$ cat src/shared/ssf_consts.svh
// Register offsets, field positions and timing counts of the status-flag block
`ifndef SSF_CONSTS_SVH
`define SSF_CONSTS_SVH
// Register byte offsets
`define SSF_OFS_STAT0   8'h00
`define SSF_OFS_STAT1   8'h04
`define SSF_OFS_CTRL0   8'h08
`define SSF_OFS_CTRL1   8'h0c
`define SSF_OFS_IST     8'h10
`define SSF_OFS_IMSK    8'h14
// Status zero fields
`define SSF_S0_UDC      2
`define SSF_S0_RST      1
`define SSF_S0_PAR      0
// Control zero fields
`define SSF_C0_ARB_HI   7
`define SSF_C0_ARB_LO   6
`define SSF_C0_PAREN    3
`define SSF_C0_PASSOFF  2
`define SSF_ARB_FULL    2'h3
// Control one fields
`define SSF_C1_ID_HI    6
`define SSF_C1_ID_LO    4
`define SSF_C1_ARST     3
`define SSF_C1_START    0
// Interrupt bits
`define SSF_I_UDC       0
`define SSF_I_RST       1
`define SSF_I_PAR       2
`define SSF_I_LOA       3
`define SSF_I_WOA       4
`define SSF_NIRQ        5
// Message codes that end a connection cleanly
`define SSF_MSG_DISC    8'h04
`define SSF_MSG_CC      8'h00
// Reset values
`define SSF_RST_BYTE    8'h00
`define SSF_RST_IRQ     5'h00
// Timing
`define SSF_CLK_NS      8
`define SSF_ARB_NS      2400
`define SSF_ARB_CYC     ((`SSF_ARB_NS + `SSF_CLK_NS - 1) / `SSF_CLK_NS)
// AXI responses
`define SSF_RESP_OK     2'h0
`define SSF_RESP_ERR    2'h2
`endif

$ cat src/shared/ssf_pkg.sv
// Types shared by the status-flag block and its bench
package ssf_pkg;
    typedef struct packed {
        logic       rst;
        logic       sdp;
        logic       sel;
        logic       bsy;
        logic [7:0] data;
    } ssf_scsi_in_t;

    typedef struct packed {
        logic in_load;
        logic in_drain;
        logic hid_load;
        logic hid_move;
        logic out_load;
        logic out_drain;
    } ssf_latch_evt_t;

    typedef enum logic [1:0] {
        SSF_IDLE,
        SSF_WAIT_FREE,
        SSF_ARB
    } ssf_arb_state_t;
endpackage

$ cat src/hdl/ssf_status.sv
// Status-flag register bank of the SCSI controller with AXI4-Lite access
`timescale 1ns/1ps
`include "ssf_consts.svh"

// What this block does
// Disconnect flag only in initiator mode
// Scripts: disconnect unexpected unless after 04/00
// Low-level initiator mode: any disconnect flags
// Reset flag from bus or own reset
// Reset detected on edge, one event
// SCSI parity error only when checking enabled
// Host parity error needs enable, not pass-through
// Input latch full while holding byte
// Hidden buffer full while holding byte
// Output latch full while holding byte
// Arbitration in progress after free, BSY, ID
// Lost arbitration when SEL seen
// Won flag only in full arbitration mode
// Live RST level readable
// Live parity level readable
// Status register writes are ignored
module ssf_status import ssf_pkg::*; (
    // Clock and reset
    input  wire logic           clk,
    input  wire logic           nrst,
    // AXI4-Lite slave
    input  wire logic [7:0]     s_axi_awaddr,
    input  wire logic           s_axi_awvalid,
    output logic                s_axi_awready,
    input  wire logic [31:0]    s_axi_wdata,
    input  wire logic [3:0]     s_axi_wstrb,
    input  wire logic           s_axi_wvalid,
    output logic                s_axi_wready,
    output logic [1:0]          s_axi_bresp,
    output logic                s_axi_bvalid,
    input  wire logic           s_axi_bready,
    input  wire logic [7:0]     s_axi_araddr,
    input  wire logic           s_axi_arvalid,
    output logic                s_axi_arready,
    output logic [31:0]         s_axi_rdata,
    output logic [1:0]          s_axi_rresp,
    output logic                s_axi_rvalid,
    input  wire logic           s_axi_rready,
    // SCSI bus levels and drivers
    input  wire ssf_scsi_in_t   scsi_in,
    output logic                bsy_o,
    output logic                bsy_oe,
    output logic [7:0]          data_o,
    output logic                data_oe,
    output logic                rst_o,
    output logic                rst_oe,
    // Controller core
    input  wire logic           initiator_mode,
    input  wire logic           scripts_running,
    input  wire logic           msg_in_valid,
    input  wire logic [7:0]     msg_in_byte,
    input  wire logic           disconnect_evt,
    input  wire logic           scsi_byte_valid,
    input  wire logic           host_byte_valid,
    input  wire logic [7:0]     host_byte,
    input  wire logic           host_par,
    input  wire ssf_latch_evt_t latch_evt,
    // Interrupt
    output logic                irq
);

    // ------------------------------------------------------------
    // Register bus
    // ------------------------------------------------------------
    logic [7:0]  awaddr_q;
    logic [7:0]  wdata_q;
    logic        wlane_q;
    logic [7:0]  ctrl0_q;
    logic [7:0]  ctrl1_q;
    logic [`SSF_NIRQ-1:0] ist_q;
    logic [`SSF_NIRQ-1:0] imsk_q;
    logic        udc_q;
    logic        rstf_q;
    logic        par_q;
    logic        ifl_q;
    logic        orf_q;
    logic        olf_q;
    logic        loa_q;
    logic        woa_q;
    logic        aip_q;
    logic [7:0]  stat0;
    logic [7:0]  stat1;
    logic [7:0]  rbyte;
    logic        rmapped;
    logic        wr_go;
    logic        rd_go;
    logic        rd_clr0;
    logic        rd_clr1;
    logic        wmapped;

    assign wr_go = !s_axi_awready && !s_axi_wready && !s_axi_bvalid;
    assign rd_go = s_axi_arvalid && s_axi_arready;
    assign rd_clr0 = rd_go && (s_axi_araddr == `SSF_OFS_STAT0);
    assign rd_clr1 = rd_go && (s_axi_araddr == `SSF_OFS_STAT1);

    assign stat0 = {5'h00, udc_q, rstf_q, par_q};
    // Live bus levels go straight into the read word, unlatched
    assign stat1 = {ifl_q, orf_q, olf_q, aip_q, loa_q, woa_q, scsi_in.rst, scsi_in.sdp};

    always_comb begin
        rbyte = `SSF_RST_BYTE;
        rmapped = 1'b1;
        if (s_axi_araddr == `SSF_OFS_STAT0) begin
            rbyte = stat0;
        end else if (s_axi_araddr == `SSF_OFS_STAT1) begin
            rbyte = stat1;
        end else if (s_axi_araddr == `SSF_OFS_CTRL0) begin
            rbyte = ctrl0_q;
        end else if (s_axi_araddr == `SSF_OFS_CTRL1) begin
            rbyte = ctrl1_q;
        end else if (s_axi_araddr == `SSF_OFS_IST) begin
            rbyte = {3'h0, ist_q};
        end else if (s_axi_araddr == `SSF_OFS_IMSK) begin
            rbyte = {3'h0, imsk_q};
        end else begin
            rmapped = 1'b0;
        end
    end

    // Status offsets are mapped but writes to them do nothing
    assign wmapped = (awaddr_q == `SSF_OFS_STAT0) || (awaddr_q == `SSF_OFS_STAT1)
                  || (awaddr_q == `SSF_OFS_CTRL0) || (awaddr_q == `SSF_OFS_CTRL1)
                  || (awaddr_q == `SSF_OFS_IST) || (awaddr_q == `SSF_OFS_IMSK);

    always_ff @(posedge clk or negedge nrst) begin
        if (!nrst) begin
            s_axi_awready <= 1'b1;
            s_axi_wready  <= 1'b1;
            s_axi_bvalid  <= 1'b0;
            s_axi_bresp   <= `SSF_RESP_OK;
            awaddr_q      <= `SSF_RST_BYTE;
            wdata_q       <= `SSF_RST_BYTE;
            wlane_q       <= 1'b0;
        end else begin
            if (s_axi_awvalid && s_axi_awready) begin
                s_axi_awready <= 1'b0;
                awaddr_q      <= s_axi_awaddr;
            end
            if (s_axi_wvalid && s_axi_wready) begin
                s_axi_wready <= 1'b0;
                wdata_q      <= s_axi_wdata[7:0];
                wlane_q      <= s_axi_wstrb[0];
            end
            if (wr_go) begin
                s_axi_bvalid <= 1'b1;
                s_axi_bresp  <= wmapped ? `SSF_RESP_OK : `SSF_RESP_ERR;
            end else if (s_axi_bvalid && s_axi_bready) begin
                s_axi_bvalid  <= 1'b0;
                s_axi_awready <= 1'b1;
                s_axi_wready  <= 1'b1;
            end
        end
    end

    always_ff @(posedge clk or negedge nrst) begin
        if (!nrst) begin
            s_axi_arready <= 1'b1;
            s_axi_rvalid  <= 1'b0;
            s_axi_rdata   <= 32'h0000_0000;
            s_axi_rresp   <= `SSF_RESP_OK;
        end else if (rd_go) begin
            s_axi_arready <= 1'b0;
            s_axi_rvalid  <= 1'b1;
            s_axi_rdata   <= {24'h00_0000, rbyte};
            s_axi_rresp   <= rmapped ? `SSF_RESP_OK : `SSF_RESP_ERR;
        end else if (s_axi_rvalid && s_axi_rready) begin
            s_axi_rvalid  <= 1'b0;
            s_axi_arready <= 1'b1;
        end
    end

    // ------------------------------------------------------------
    // Control registers
    // ------------------------------------------------------------
    logic wr_ctrl0;
    logic wr_ctrl1;
    logic wr_ist;
    logic wr_imsk;
    logic arb_start;

    assign wr_ctrl0 = wr_go && wlane_q && (awaddr_q == `SSF_OFS_CTRL0);
    assign wr_ctrl1 = wr_go && wlane_q && (awaddr_q == `SSF_OFS_CTRL1);
    assign wr_ist   = wr_go && wlane_q && (awaddr_q == `SSF_OFS_IST);
    assign wr_imsk  = wr_go && wlane_q && (awaddr_q == `SSF_OFS_IMSK);
    assign arb_start = wr_ctrl1 && wdata_q[`SSF_C1_START];

    always_ff @(posedge clk or negedge nrst) begin
        if (!nrst) begin
            ctrl0_q <= `SSF_RST_BYTE;
            ctrl1_q <= `SSF_RST_BYTE;
            imsk_q  <= `SSF_RST_IRQ;
        end else begin
            if (wr_ctrl0) begin
                ctrl0_q <= wdata_q;
            end
            // Start bit is a trigger, never stored
            if (wr_ctrl1) begin
                ctrl1_q <= wdata_q & ~(8'h01 << `SSF_C1_START);
            end
            if (wr_imsk) begin
                imsk_q <= wdata_q[`SSF_NIRQ-1:0];
            end
        end
    end

    // ------------------------------------------------------------
    // Disconnect, reset and parity events
    // ------------------------------------------------------------
    logic       clean_msg_q;
    logic       rst_seen_q;
    logic       rst_seen;
    logic       ev_udc;
    logic       ev_rst;
    logic       ev_par;
    logic       scsi_perr;
    logic       host_perr;
    logic       par_en;

    always_ff @(posedge clk or negedge nrst) begin
        if (!nrst) begin
            clean_msg_q <= 1'b0;
        end else if (disconnect_evt) begin
            clean_msg_q <= 1'b0;
        end else if (msg_in_valid) begin
            clean_msg_q <= (msg_in_byte == `SSF_MSG_DISC) || (msg_in_byte == `SSF_MSG_CC);
        end
    end

    // Target mode never flags; low-level initiator mode flags every disconnect
    assign ev_udc = disconnect_evt && initiator_mode && !(scripts_running && clean_msg_q);

    // Own reset drive counts as well as a foreign one
    assign rst_seen = scsi_in.rst || rst_oe;
    always_ff @(posedge clk or negedge nrst) begin
        if (!nrst) begin
            rst_seen_q <= 1'b0;
        end else begin
            rst_seen_q <= rst_seen;
        end
    end
    // Edge, not level: a long reset raises one event
    assign ev_rst = rst_seen && !rst_seen_q;

    // Odd parity on both paths
    assign par_en    = ctrl0_q[`SSF_C0_PAREN];
    assign scsi_perr = scsi_byte_valid && !(^{scsi_in.data, scsi_in.sdp});
    assign host_perr = host_byte_valid && !ctrl0_q[`SSF_C0_PASSOFF]
                    && !(^{host_byte, host_par});
    assign ev_par    = par_en && (scsi_perr || host_perr);

    // Status flags clear on read of their register; a same-cycle event wins
    always_ff @(posedge clk or negedge nrst) begin
        if (!nrst) begin
            udc_q  <= 1'b0;
            rstf_q <= 1'b0;
            par_q  <= 1'b0;
        end else begin
            udc_q  <= ev_udc || (udc_q && !rd_clr0);
            rstf_q <= ev_rst || (rstf_q && !rd_clr0);
            par_q  <= ev_par || (par_q && !rd_clr0);
        end
    end

    // ------------------------------------------------------------
    // Data-path latch occupancy
    // ------------------------------------------------------------
    // Load beats drain: a byte that replaces one leaves the latch full
    always_ff @(posedge clk or negedge nrst) begin
        if (!nrst) begin
            ifl_q <= 1'b0;
            orf_q <= 1'b0;
            olf_q <= 1'b0;
        end else begin
            ifl_q <= latch_evt.in_load || (ifl_q && !latch_evt.in_drain);
            orf_q <= latch_evt.hid_load || (orf_q && !latch_evt.hid_move);
            olf_q <= latch_evt.out_load || latch_evt.hid_move
                  || (olf_q && !latch_evt.out_drain);
        end
    end

    // ------------------------------------------------------------
    // Arbitration
    // ------------------------------------------------------------
    ssf_arb_state_t st_q;
    logic [8:0]     arb_cnt_q;
    logic [2:0]     own_id;
    logic [7:0]     higher;
    logic           bus_free;
    logic           arb_end;
    logic           ev_loa;
    logic           ev_woa;

    assign own_id   = ctrl1_q[`SSF_C1_ID_HI:`SSF_C1_ID_LO];
    assign higher   = ~((8'h02 << own_id) - 8'h01);
    assign bus_free = !scsi_in.bsy && !scsi_in.sel;
    assign arb_end  = (st_q == SSF_ARB) && (arb_cnt_q == 9'(`SSF_ARB_CYC - 1));
    assign ev_loa   = (st_q == SSF_ARB) && (scsi_in.sel
                   || (arb_end && ((scsi_in.data & higher) != 8'h00)));
    assign ev_woa   = arb_end && !ev_loa
                   && (ctrl0_q[`SSF_C0_ARB_HI:`SSF_C0_ARB_LO] == `SSF_ARB_FULL);

    always_ff @(posedge clk or negedge nrst) begin
        if (!nrst) begin
            st_q      <= SSF_IDLE;
            arb_cnt_q <= 9'h000;
        end else begin
            case (st_q)
                SSF_IDLE: begin
                    if (arb_start) begin
                        st_q <= SSF_WAIT_FREE;
                    end
                end
                SSF_WAIT_FREE: begin
                    arb_cnt_q <= 9'h000;
                    if (bus_free) begin
                        st_q <= SSF_ARB;
                    end
                end
                SSF_ARB: begin
                    arb_cnt_q <= arb_cnt_q + 9'h001;
                    if (ev_loa || arb_end) begin
                        st_q <= SSF_IDLE;
                    end
                end
                default: begin
                    st_q <= SSF_IDLE;
                end
            endcase
        end
    end

    // Bus drivers are all from flops; BSY and the data enable rise one cycle after ARB is entered and drop in the cycle the state leaves it
    always_ff @(posedge clk or negedge nrst) begin
        if (!nrst) begin
            aip_q   <= 1'b0;
            bsy_o   <= 1'b0;
            bsy_oe  <= 1'b0;
            data_o  <= `SSF_RST_BYTE;
            data_oe <= 1'b0;
            rst_o   <= 1'b0;
            rst_oe  <= 1'b0;
        end else begin
            aip_q   <= (st_q == SSF_ARB) && !ev_loa && !arb_end;
            bsy_o   <= (st_q == SSF_ARB) && !ev_loa && !arb_end;
            bsy_oe  <= (st_q == SSF_ARB) && !ev_loa && !arb_end;
            data_o  <= 8'h01 << own_id;
            data_oe <= (st_q == SSF_ARB) && !ev_loa && !arb_end;
            rst_o   <= ctrl1_q[`SSF_C1_ARST];
            rst_oe  <= ctrl1_q[`SSF_C1_ARST];
        end
    end

    always_ff @(posedge clk or negedge nrst) begin
        if (!nrst) begin
            loa_q <= 1'b0;
            woa_q <= 1'b0;
        end else begin
            loa_q <= ev_loa || (loa_q && !rd_clr1 && !arb_start);
            woa_q <= ev_woa || (woa_q && !rd_clr1 && !arb_start);
        end
    end

    // ------------------------------------------------------------
    // Interrupt
    // ------------------------------------------------------------
    logic [`SSF_NIRQ-1:0] ev_all;
    logic [`SSF_NIRQ-1:0] ist_clr;

    assign ev_all  = {ev_woa, ev_loa, ev_par, ev_rst, ev_udc};
    assign ist_clr = wr_ist ? wdata_q[`SSF_NIRQ-1:0] : `SSF_RST_IRQ;

    always_ff @(posedge clk or negedge nrst) begin
        if (!nrst) begin
            ist_q <= `SSF_RST_IRQ;
            irq   <= 1'b0;
        end else begin
            ist_q <= ev_all | (ist_q & ~ist_clr);
            irq   <= |(ist_q & imsk_q);
        end
    end

    // ------------------------------------------------------------
    // Checks
    // ------------------------------------------------------------
    a_udc_cause: assert property (@(posedge clk) disable iff (!nrst)
        $rose(udc_q) |-> $past(disconnect_evt && initiator_mode))
        else $error("disconnect flag without initiator disconnect");
    a_udc_clean_msg: assert property (@(posedge clk) disable iff (!nrst)
        (disconnect_evt && scripts_running && clean_msg_q && !udc_q) |=> !udc_q)
        else $error("clean disconnect flagged");
    a_rst_edge_once: assert property (@(posedge clk) disable iff (!nrst)
        (ev_rst ##1 (rst_seen && !rd_clr0)) |-> !ev_rst && rstf_q)
        else $error("reset edge detection wrong");
    a_par_gate: assert property (@(posedge clk) disable iff (!nrst)
        $rose(par_q) |-> $past(par_en))
        else $error("parity flag while checking disabled");
    a_host_par_gate: assert property (@(posedge clk) disable iff (!nrst)
        (host_byte_valid && ctrl0_q[`SSF_C0_PASSOFF] && !scsi_byte_valid) |-> !ev_par)
        else $error("host parity flagged in pass-through");
    a_ifl_track: assert property (@(posedge clk) disable iff (!nrst)
        latch_evt.in_load |=> ifl_q)
        else $error("input latch flag missed load");
    a_aip_drive: assert property (@(posedge clk) disable iff (!nrst)
        aip_q |-> bsy_oe && data_oe && (data_o == (8'h01 << own_id)))
        else $error("arbitration without bus drive");
    a_loa_sel: assert property (@(posedge clk) disable iff (!nrst)
        (st_q == SSF_ARB && scsi_in.sel) |=> loa_q && st_q == SSF_IDLE)
        else $error("SEL during arbitration not lost");
    a_woa_mode: assert property (@(posedge clk) disable iff (!nrst)
        $rose(woa_q) |-> $past((ctrl0_q[`SSF_C0_ARB_HI:`SSF_C0_ARB_LO] == `SSF_ARB_FULL)
                               && st_q == SSF_ARB))
        else $error("won flag outside full mode");
    a_ro_status: assert property (@(posedge clk) disable iff (!nrst)
        (wr_go && awaddr_q == `SSF_OFS_STAT0 && ev_all == 5'h00 && !rd_clr0)
        |=> $stable(stat0))
        else $error("status write changed flags");
    a_irq_level: assert property (@(posedge clk) disable iff (!nrst)
        irq == $past(|(ist_q & imsk_q)))
        else $error("interrupt not following masked status");

    c_won: cover property (@(posedge clk) disable iff (!nrst) $rose(woa_q));
    c_lost: cover property (@(posedge clk) disable iff (!nrst) $rose(loa_q));
    c_rst: cover property (@(posedge clk) disable iff (!nrst) ev_rst);
    c_udc: cover property (@(posedge clk) disable iff (!nrst) ev_udc && irq);

endmodule

$ cat config.mk
export PLATFORM = sky130hd
export DESIGN_NAME = ssf_status
export DESIGN_NICKNAME = d
export VERILOG_FILES = /design/src/shared/ssf_pkg.sv /design/src/hdl/ssf_status.sv
export VERILOG_INCLUDE_DIRS = /design/src /design/src/shared
export SDC_FILE = /design/constraint.sdc
export NUM_CORES = 1
export LEC_CHECK = 0
export ABC_CLOCK_PERIOD_IN_PS = 4100
export BUFFER_PORTS_ARGS = -buffer_cell sky130_fd_sc_hd__buf_2
export CAP_MARGIN = 20
export CORE_ASPECT_RATIO = 1.25
export CORE_UTILIZATION = 54
export DETAILED_ROUTE_END_ITERATION = 12
export GPL_ROUTABILITY_DRIVEN = 0
export PLACE_DENSITY = 0.89
export SYNTH_ARGS = -nofsm -noshare
export SYNTH_HDL_FRONTEND = slang
export SYNTH_SLANG_ARGS = --single-unit
$ cat constraint.sdc
create_clock -name clk -period 4.1 [get_ports clk]
set_clock_uncertainty 0.1 [all_clocks]
set_input_delay 0.82 -clock clk [delete_from_list [all_inputs] [get_ports clk]]
set_output_delay 0.82 -clock clk [all_outputs]
set_load 0.1 [all_outputs]
## After elaboration in Yosys (flattened, before gate mapping)

Cells that the tools add are included.

| cells by class | value |
|---|---|
| shifts and indexed selects | 2 |
| equality and inequality tests | 18 |
| multiplexer cells | 34 |
| bitwise operators | 6 |
| add/subtract/negate cells | 2 |
| reduce and logical (&&, ||, !) cells | 91 |

Operator list:

| cell | count |
|---|---|
| $logic_and A1 B1 Y1 | 41 |
| $eq A8 B4 Y1 const B | 4 |
| $eq A8 B5 Y1 const B | 4 |
| $mux W8 | 4 |
| $eq A8 B3 Y1 const B | 3 |
| $logic_not A8 Y1 | 3 |
| $mux W1 | 20 |
| $logic_or A1 B1 Y1 | 19 |
| $logic_not A1 Y1 | 18 |
| $pmux W9 S2 | 1 |
| $reduce_xor A9 Y1 | 2 |
| $mux W5 | 3 |
| $and A5 B5 Y5 | 2 |
| $mux W2 | 5 |
| $add A9 B1 Y9 const B | 1 |
| $eq A9 B9 Y1 const B | 1 |
| $and A8 B8 Y8 | 1 |
| $not A8 Y8 | 1 |
| $reduce_bool A2 Y1 | 4 |
| $reduce_bool A8 Y1 | 1 |
| $shl A1 B3 Y8 const A | 1 |
| $shl A2 B3 Y8 const A | 1 |
| $sub A8 B1 Y8 const B | 1 |
| $pmux W2 S3 | 1 |
| other kinds (9) | 11 |

| storage, ports and cells | value |
|---|---|
| word-level logic and storage cells | 184 |
| bits in registers | 91 |
| output and inout port bits | 55 |

## Logic depth before layout (Yosys ltp)

Gate-level depths: netlist of the first run.

| logic depth | value |
|---|---|
| word-level depth | 12 |
| gate-level depth with buffers | 9 |
| depth with buffers taken out | 8 |

## Worst setup path before layout of the first run

OpenSTA, ideal clock, no wires.

| timing path | value |
|---|---|
| kind | register -> register |
| start | register s_axi_bvalid |
| end | register imsk_q[0] |
| arrival | 2335 ps |
| path slack | 1540 ps |
| stages on the path, launching flop included | 6 |
| data required time | 3875 ps |
| cell sequence | dfrtp_1 -> or3_1 -> nor4b_4 -> and4b_1 -> clkbuf_1 -> mux2_2 |

| between the ends | value |
|---|---|
| cells in the longest elaborated chain, start to end | 4 |

RTL lines:

| element | line | text |
|---|---|---|
| start: declaration | ssf_status.sv:35 | `output logic s_axi_bvalid,` |
| start signal: assignment | ssf_status.sv:134 | `s_axi_bvalid <= 1'b0;` |
| start signal: assignment | ssf_status.sv:150 | `s_axi_bvalid <= 1'b1;` |
| start signal: assignment | ssf_status.sv:153 | `s_axi_bvalid <= 1'b0;` |
| $logic_not A1 Y1 | ssf_status.sv:96 | `assign wr_go = !s_axi_awready && !s_axi_wready && !s_axi_bvalid;` |
| $logic_and A1 B1 Y1 | ssf_status.sv:96 |  |
| $logic_and A1 B1 Y1 (2 in series) | ssf_status.sv:189 | `` assign wr_imsk = wr_go && wlane_q && (awaddr_q == `SSF_OFS_IMSK); `` |
| end signal: assignment | ssf_status.sv:196 | `` imsk_q <= `SSF_RST_IRQ; `` |
| end signal: assignment | ssf_status.sv:206 | `` imsk_q <= wdata_q[`SSF_NIRQ-1:0]; `` |
| end: declaration | ssf_status.sv:76 | `` logic [`SSF_NIRQ-1:0] imsk_q; `` |

Every way passes these cells.
A chain may end at the register's enable or synchronous reset.

## Worst setup path in the final report of the first run

| timing path | value |
|---|---|
| start | register ctrl1_q[5] |
| end | register woa_q |

| between the ends | value |
|---|---|
| cells in the longest elaborated chain, start to end | 12 |

RTL lines:

| element | line | text |
|---|---|---|
| start: declaration | ssf_status.sv:74 | `logic [7:0] ctrl1_q;` |
| start signal: assignment | ssf_status.sv:195 | `` ctrl1_q <= `SSF_RST_BYTE; `` |
| start signal: assignment | ssf_status.sv:203 | `` ctrl1_q <= wdata_q & ~(8'h01 << `SSF_C1_START); `` |
| $shl A2 B3 Y8 | ssf_status.sv:299 | `assign higher = ~((8'h02 << own_id) - 8'h01);` |
| $sub A8 B1 Y8 | ssf_status.sv:299 |  |
| $not A8 Y8 | ssf_status.sv:299 |  |
| $and A8 B8 Y8 | ssf_status.sv:303 | `\|\| (arb_end && ((scsi_in.data & higher) != 8'h00)));` |
| $reduce_bool A8 Y1 | ssf_status.sv:303 |  |
| $logic_and A1 B1 Y1 | ssf_status.sv:303 |  |
| $logic_or A1 B1 Y1 | ssf_status.sv:303 |  |
| $logic_and A1 B1 Y1 | ssf_status.sv:302 | `assign ev_loa = (st_q == SSF_ARB) && (scsi_in.sel` |
| $logic_not A1 Y1 | ssf_status.sv:304 | `assign ev_woa = arb_end && !ev_loa` |
| $logic_and A1 B1 Y1 (2 in series) | ssf_status.sv:304 |  |
| $logic_or A1 B1 Y1 | ssf_status.sv:364 | `woa_q <= ev_woa \|\| (woa_q && !rd_clr1 && !arb_start);` |
| end signal: assignment | ssf_status.sv:364 |  |
| end: declaration | ssf_status.sv:84 | `logic woa_q;` |

Every way passes these cells.

==> results of run 1 <==
==> stage by stage <==
step / worst slack [ns] / utilization / area (sq um)
floorplan: 1.540 / - / 4517
global placement: 1.554 / 0.6195 / 4883
detailed placement: 1.541 / 0.6195 / 4883
CTS: 1.542 / 0.6467 / 5097
global route: 1.507 / 0.6511 / 5132
finish: 1.663 / 0.6511 / 5132
==> area by class of cell <==
| type | instances | area, sq um | share of cell area |
|---|---|---|---|
| clock buffers | 13 | 148.9 | 0.02901 |
| well taps | 95 | 118.9 | 0.02316 |
| inverters | 23 | 86.33 | 0.01682 |
| flip-flops and latches | 89 | 2231 | 0.4347 |
| multi-input cells | 279 | 1944 | 0.3788 |
| clock inverters | 3 | 65.06 | 0.01268 |
| repair buffers | 102 | 538.0 | 0.1048 |
==> flip-flops by register name, indices dropped and copies added, names as in the netlist, 2 cells and up <==
signal       cells
imsk_q           5
s_axi_rdata      8
data_o           8
wdata_q          8
st_q             2
ctrl1_q          7
ist_q            5
arb_cnt_q        9
awaddr_q         8
ctrl0_q          8
==> cells in the final DEF, fill, tap and decap left out, types with 4 or more instances in the layout <==
cell      synthesis  routed
nor2_1           19      19
nand3_1          14      14
a22oi_1           5       5
clkbuf_8          0      10
buf_2             0      99
mux2_2           37      37
or3_1             4       4
a21oi_1           5       5
xnor2_1          10      10
nor3b_1           5       5
mux2i_1          11      11
xor2_1            7       7
conb_1            1      26
nand2_1          40      40
ha_1              5       5
dfrtp_1          86      86
o21ai_0          25      25
inv_1            23      23
nor3_1            5       5
==> routing by layer <==
metal	global-route usage	vias up
li1	-	1569
met1	0.2601	1650
met2	0.3758	111
met3	0.03730	25
met4	0.1525	0
met5	0	-
==> report_power, final <==
| group | leakage [nW] | internal [mW] | total, mW | switching [mW] |
|---|---|---|---|---|
| combinational | 1.26 | 0.294 | 1.01 | 0.711 |
| sequential | 1.13 | 1.06 | 1.23 | 0.167 |
| clock | 0.108 | 0.360 | 0.650 | 0.290 |
==> worst max path at each step <==
| stage | from | to | slack [ns] | cells after the start |
|---|---|---|---|---|
| after floorplan | s_axi_bvalid | imsk_q[0] | 1.54 | 5 |
| after global placement | s_axi_araddr[1] | udc_q | 1.55 | 5 |
| after detailed placement | s_axi_araddr[1] | udc_q | 1.54 | 5 |
| after CTS | awaddr_q[0] | ctrl1_q[3] | 1.54 | 3 |
| after global routing | ctrl1_q[5] | ist_q[4] | 1.51 | 8 |
| final | ctrl1_q[5] | woa_q | 1.66 | 8 |
==> critical path: stages, from the launching register on <==
cell	delay [ns]
dfrtp_1	0.52
nor2_1	0.23
nand2_1	0.11
ha_1	0.31
nand2_1	0.06
o221ai_1	0.10
a221o_1	0.32
or4_1	0.55
nand2_1	0.08
==> cell families (layout without fill, tap and decap cells) <==
kind of cell | after synthesis | count (layout) | share of synthesized area
AND/OR/NAND/NOR | 116 | 116 | 0.1395
flip-flops | 89 | 89 | 0.5044
AO/OA/AOI/OAI | 65 | 65 | 0.1010
buffers and inverters | 62 | 141 | 0.07723
multiplexers | 48 | 48 | 0.1191
XOR/XNOR | 19 | 19 | 0.04385
adder cells (fa/ha/maj) | 5 | 5 | 0.01414
other | 1 | 26 | 0.0008478
==> impl_metrics.env, run 1 <==
export IMPL_status="complete, no violations"
export IMPL_cp_max_fo=13
export IMPL_max_cap_viol_count=0
export IMPL_hold_class="primary input to async pin"
export IMPL_fill_cells=593
export IMPL_yosysSeqAreaShare=0.5044
export IMPL_hpwl_mm=6.968
export IMPL_vias=3355
export IMPL_cts_buffers=9
export IMPL_synthFlopType="dfrtp_1"
export IMPL_die_width_microns=82.95
export IMPL_ff2ff_setup_slack_ns=1.66
export IMPL_post_route_period_util=0.5945
export IMPL_p_leak_nw=2.495
export IMPL_setup_viol=0
export IMPL_instances_no_fill=604
export IMPL_yosys_warnings=0
export IMPL_crit_type="flop to flop"
export IMPL_max_slew_margin=0.4448
export IMPL_powerDensity_nw_per_um2=562.4
export IMPL_dieArea_sq_um=8559
export IMPL_finalMaxSlewViolations=0
export IMPL_overflow=0
export IMPL_ys_top_cells_by_count="86 x dfrtp_1, 40 x nand2_1, 37 x mux2_2"
export IMPL_grt_pass1_vias=3302
export IMPL_totalPowerFinal_mw=2.886
export IMPL_wl_met1_mm=3.755
export IMPL_arrival_ns=2.63
export IMPL_nets=609
export IMPL_cts_tree="built"
export IMPL_setup_tns_ns=0
export IMPL_hold_ws_ns=0.3307
export IMPL_wl_per_cell_microns=15.26
export IMPL_synthCells=405
export IMPL_startpoint_type="flop"
export IMPL_synth_top_area_frac=0.4866
export IMPL_rsz0062_at_grt="no"
export IMPL_diodes=0
export IMPL_first_pass_iters=4
export IMPL_drive_gt1_frac=0.3163
export IMPL_die_y_microns=103.2
export IMPL_min_period_ns=2.437
export IMPL_r2r_start="ctrl1_q[5]"
export IMPL_dp_cells=586
export IMPL_dr_wl_met2_mm=4.785
export IMPL_grt_pass1_wl_mm=14.82
export IMPL_port_buffers=100
export IMPL_worst_slew_pin_slew_ns=0.8252
export IMPL_postRouteAntennaNets=0
export IMPL_cts_setup_buffers=0
export IMPL_required_ns=4.29
export IMPL_routed_wl_mm=9.218
export IMPL_synth_area_sq_um=4423
export IMPL_clock_sinks=89
export IMPL_cts_resized=0
export IMPL_top_layer_used="met4"
export IMPL_reg2reg_to="woa_q"
export IMPL_core_sq_um=7883
export IMPL_start_util=0.5611
export IMPL_finalHoldViolCount=0
export IMPL_ctsRootBufferMaster="clkbuf_8"
export IMPL_num_io_pins=155
export IMPL_wl_met3_microns=354
export IMPL_row_count=36
export IMPL_yosys_cell_types_count=58
export IMPL_holdBufCountCts=0
export IMPL_drt_iter0_drc=207
export IMPL_antenna_found_initial=0
export IMPL_track_usage=0.2205
export IMPL_fmax_ghz=0.4103
export IMPL_synth_seq_cells=89
export IMPL_clockBufferDepth=2
export IMPL_vias_per_cell=5.555
export IMPL_irDropWorstVdd_uv=399.5
export IMPL_synth_edff_count=0
export IMPL_yosysMostFrequentCell="dfrtp_1"
export IMPL_ff2ff_path_depth=8
export IMPL_insertion_delay_ns=0.35
export IMPL_area_delta_synth_final_pct=16.04
export IMPL_endpoint_kind="flop"
export IMPL_synthTopCellsByArea="dfrtp_1 49%, mux2_2 9.4%, buf_4 4.9%, nand2_1 3.4%, o21ai_0 2.8%"
export IMPL_drc=0
export IMPL_synthArstFlopShare=1.000
export IMPL_synth_top_area_cell="dfrtp_1"
export IMPL_grt_start_max_net_pins=90
export IMPL_clk_pin_slew_ns=0.08
export IMPL_htree_num_levels=3
export IMPL_syn_area_per_cell_sq_um=10.92
Power figures use the tool's default switching activity.
==> run 2: changes to the inputs <==
Settings changed: ABC_AREA set to 1, ABC_CLOCK_PERIOD_IN_PS 4100 to 2000, CORE_UTILIZATION 54 to 46, PLACE_DENSITY 0.89 to 0.81.
Clock period 4.1 ns to 2 ns, I/O delays scaled along.
==> run 2 against run 1 <==
  * Cell count is 34% higher
  * Via count grew 19%
  * Highest routed layer unchanged
  * First-iteration DRC count is 3.9% lower
  * Power up 130%
==> impl_metrics.env, run 2 <==
export IMPL_first_pass_iters=4
export IMPL_rsz0062_at_grt="yes"
export IMPL_finalHoldViolCount=0
export IMPL_cp_num_buf_inv=4
export IMPL_endpoint_kind="flop"
export IMPL_cp_max_fo=4
export IMPL_path_cells="buf_4 > inv_1 > nand2_2 > ha_4 > inv_4 > nand3_1 > nand3_1 > nand3_2 > nor2_2 > buf_6 > nand4_1 > o21bai_1"
export IMPL_finalMaxSlewViolations=0
export IMPL_muxShareOfSynthArea=0.009820
export IMPL_cp_endpoint="ist_q[4]"
export IMPL_post_route_period_util=0.9819
export IMPL_clockBufferDepth=2
export IMPL_worstHoldStart="disconnect_evt"
export IMPL_largest_reg_flops=9
export IMPL_arrival_ns=2.12
export IMPL_synth_xor_xnor_area_share=0.02291
export IMPL_grt_pass1_vias=3923
export IMPL_hold_class="primary input to flop"
export IMPL_hpwl_mm=7.777
export IMPL_cts_buffers=9
export IMPL_die_y_microns=113.6
export IMPL_port_buffers=100
export IMPL_yosys_area_share_simple=0.2572
export IMPL_vias_per_cell=4.959
export IMPL_insertion_delay_ns=0.34
export IMPL_overflow=0
export IMPL_fmax_ghz=0.5092
export IMPL_crit_top_cell="nand3_1"
export IMPL_drive_gt1_frac=0.2628
export IMPL_dieArea_sq_um=10380
export IMPL_yosysMostFrequentCell="nand2_1"
export IMPL_required_ns=2.16
export IMPL_synthCells=561
export IMPL_synthArstFlopShare=1.000
export IMPL_ys_top_cells_by_count="148 x nand2_1, 86 x dfrtp_1, 69 x inv_1"
export IMPL_cp_depth=12
export IMPL_drt_iter0_drc=199
export IMPL_yosys_warnings=0
export IMPL_diodes=0
export IMPL_final_common_cell="nand2_1"
export IMPL_synth_seq_cells=89
export IMPL_core_sq_um=9659
export IMPL_status="complete, no violations"
export IMPL_max_slew_margin=0.6593
export IMPL_vias=4002
export IMPL_crit_family="simple AND/OR/NAND/NOR gates"
export IMPL_synthTopCellsByArea="dfrtp_1 47%, nand2_1 12%, inv_1 5.6%, buf_4 5.1%, nand3_1 3.8%"
export IMPL_fin_ws_ns=0.03618
export IMPL_start_util=0.4749
export IMPL_worst_slew_pin_slew_ns=0.5099
export IMPL_drc=0
export IMPL_mostFrequentLayoutCells="145 x nand2_1, 99 x buf_2, 86 x dfrtp_1, 66 x inv_1, 36 x nor2_1"
export IMPL_totalPowerFinal_mw=6.715
export IMPL_crit_path_start="ctrl1_q[6]"
export IMPL_p_leak_nw=2.938
export IMPL_yosys_cell_types_count=44
export IMPL_clk_pin_slew_ns=0.06
export IMPL_synth_top_family_by_area="simple AND/OR/NAND/NOR gates"
export IMPL_fill_cells=833
export IMPL_antenna_found_initial=0
export IMPL_r2r_start="ctrl1_q[6]"
export IMPL_nets=781
export IMPL_largest_register="arb_cnt_q"
export IMPL_cts_tree="built"
export IMPL_instances_no_fill=807
export IMPL_synth_top_area_frac=0.4692
export IMPL_powerDensity_nw_per_um2=1193
export IMPL_setup_viol=0
export IMPL_max_cap_viol_count=0
export IMPL_synthFlopType="dfrtp_1"
export IMPL_die_width_microns=91.32
export IMPL_irDropWorstVdd_uv=1308
export IMPL_ctsRootBufferMaster="clkbuf_16"
export IMPL_ff2ff_setup_slack_ns=0.04
export IMPL_yosysSeqAreaShare=0.4864
export IMPL_yosys_area_share_adder=0.01364
export IMPL_row_count=40
export IMPL_reg2reg_to="ist_q[4]"
export IMPL_num_io_pins=155
export IMPL_synth_area_sq_um=4587
export IMPL_wl_per_cell_microns=12.88
export IMPL_syn_area_per_cell_sq_um=8.176
export IMPL_synth_edff_count=0
export IMPL_grt_pass1_wl_mm=17.18
export IMPL_grt_start_max_net_pins=52
export IMPL_cp_slowest_cell="dfrtp_1"
export IMPL_startpoint_type="flop"
export IMPL_clock_sinks=89
export IMPL_pre_cts_ws_ns=0.004955
export IMPL_dp_cells=787
export IMPL_min_period_ns=1.964
export IMPL_postRouteAntennaNets=0
export IMPL_slowest_delay_ns=0.42
export IMPL_synth_top_area_cell="dfrtp_1"
export IMPL_crit_type="flop to flop"
export IMPL_area_delta_synth_final_pct=22.67
export IMPL_ff2ff_path_depth=12
export IMPL_routed_wl_mm=10.39
export IMPL_synth_compound_area_frac=0.09083
export IMPL_track_usage=0.2110
export IMPL_htree_num_levels=3
run 2: changes by cell type in the layout (fill, tap and decap cells not counted), sizes merged, moves of 4 or more:
cell and change:
inv +50, buf +14, nand2 +109, mux2i -11
or3 -4, nand3 +24, mux2 -33, o21ai +19
nand4 +4, nor2 +30, nor3 +7, a21oi +14
a22oi -5
run 2: cell families after synthesis:
kind of cell | Yosys count
AND/OR/NAND/NOR | 263
buffers and inverters | 111
flip-flops | 89
AO/OA/AOI/OAI | 76
XOR/XNOR | 12
adder cells (fa/ha/maj) | 5
multiplexers | 4
other | 1
run 2: worst min path at each step:
| stage | slack, ns | cells after the start | to |
|---|---|---|---|
| after floorplan | 0.004 | 0 | aip_q |
| after global placement | 0.29 | 0 | rst_oe |
| after detailed placement | 0.30 | 2 | s_axi_rvalid |
| after CTS | 0.13 | 2 | clean_msg_q |
| after global routing | 0.13 | 2 | clean_msg_q |
| final | 0.13 | 2 | clean_msg_q |
run 2: cell type report:
| cell class | count | area, sq um | area share |
|---|---|---|---|
| clock inverter | 5 | 80.08 | 0.01423 |
| multi-input combinational | 386 | 1977 | 0.3513 |
| inverter | 73 | 276.5 | 0.04914 |
| clock buffer | 11 | 242.7 | 0.04314 |
| sequential | 89 | 2231 | 0.3965 |
| timing repair buffer | 117 | 661.9 | 0.1176 |
| tap | 126 | 157.7 | 0.02802 |
run 2: stage by stage:
| stage | TNS [ns] | hold slack (ns) | utilization | area [sq um] |
|---|---|---|---|---|
| 2_1_floorplan | 0 | 0.004409 | - | 4681 |
| 5_1_grt | -0.2352 | 0.1326 | 0.5825 | 5627 |
| 3_5_place_dp | 0 | 0.2950 | 0.5378 | 5195 |
| 6_report | 0 | 0.1275 | 0.5825 | 5627 |
| 4_1_cts | 0 | 0.1253 | 0.5728 | 5533 |
| 3_3_place_gp | 0 | 0.2884 | 0.5378 | 5195 |
run 2: power by group:
part	leakage, nW	internal, mW	total (mW)	switching (mW)
Sequential	1.12	2.19	2.42	0.224
Clock	0.152	1.13	1.79	0.665
Combinational	1.66	0.622	2.51	1.89
run 2: metal layers:
layer,GRT usage,vias to the layer above,routed length (microns)
li1,-,1957,-
met1,0.2305,1868,4073
met2,0.3838,149,5435
met3,0.04667,28,526
met4,0.1079,0,357
met5,0,-,0
run 2: repair_timing:
item,in CTS,in global routing
gates cloned,0,0
buffers inserted,0,3
pin swaps,1,7
endpoints found under the hold margin,86,0
hold buffers,1,0
resized for setup,2,20
endpoints found under the setup margin,4,9
run 2: worst reg2reg max path, cell delays in order, from the launching register on:
cell and delay, ns:
dfrtp_1 0.42, buf_4 0.16, inv_1 0.07, nand2_2 0.08, ha_4 0.18, inv_4 0.07
nand3_1 0.09, nand3_1 0.12, nand3_2 0.08, nor2_2 0.12, buf_6 0.12, nand4_1 0.10
o21bai_1 0.17
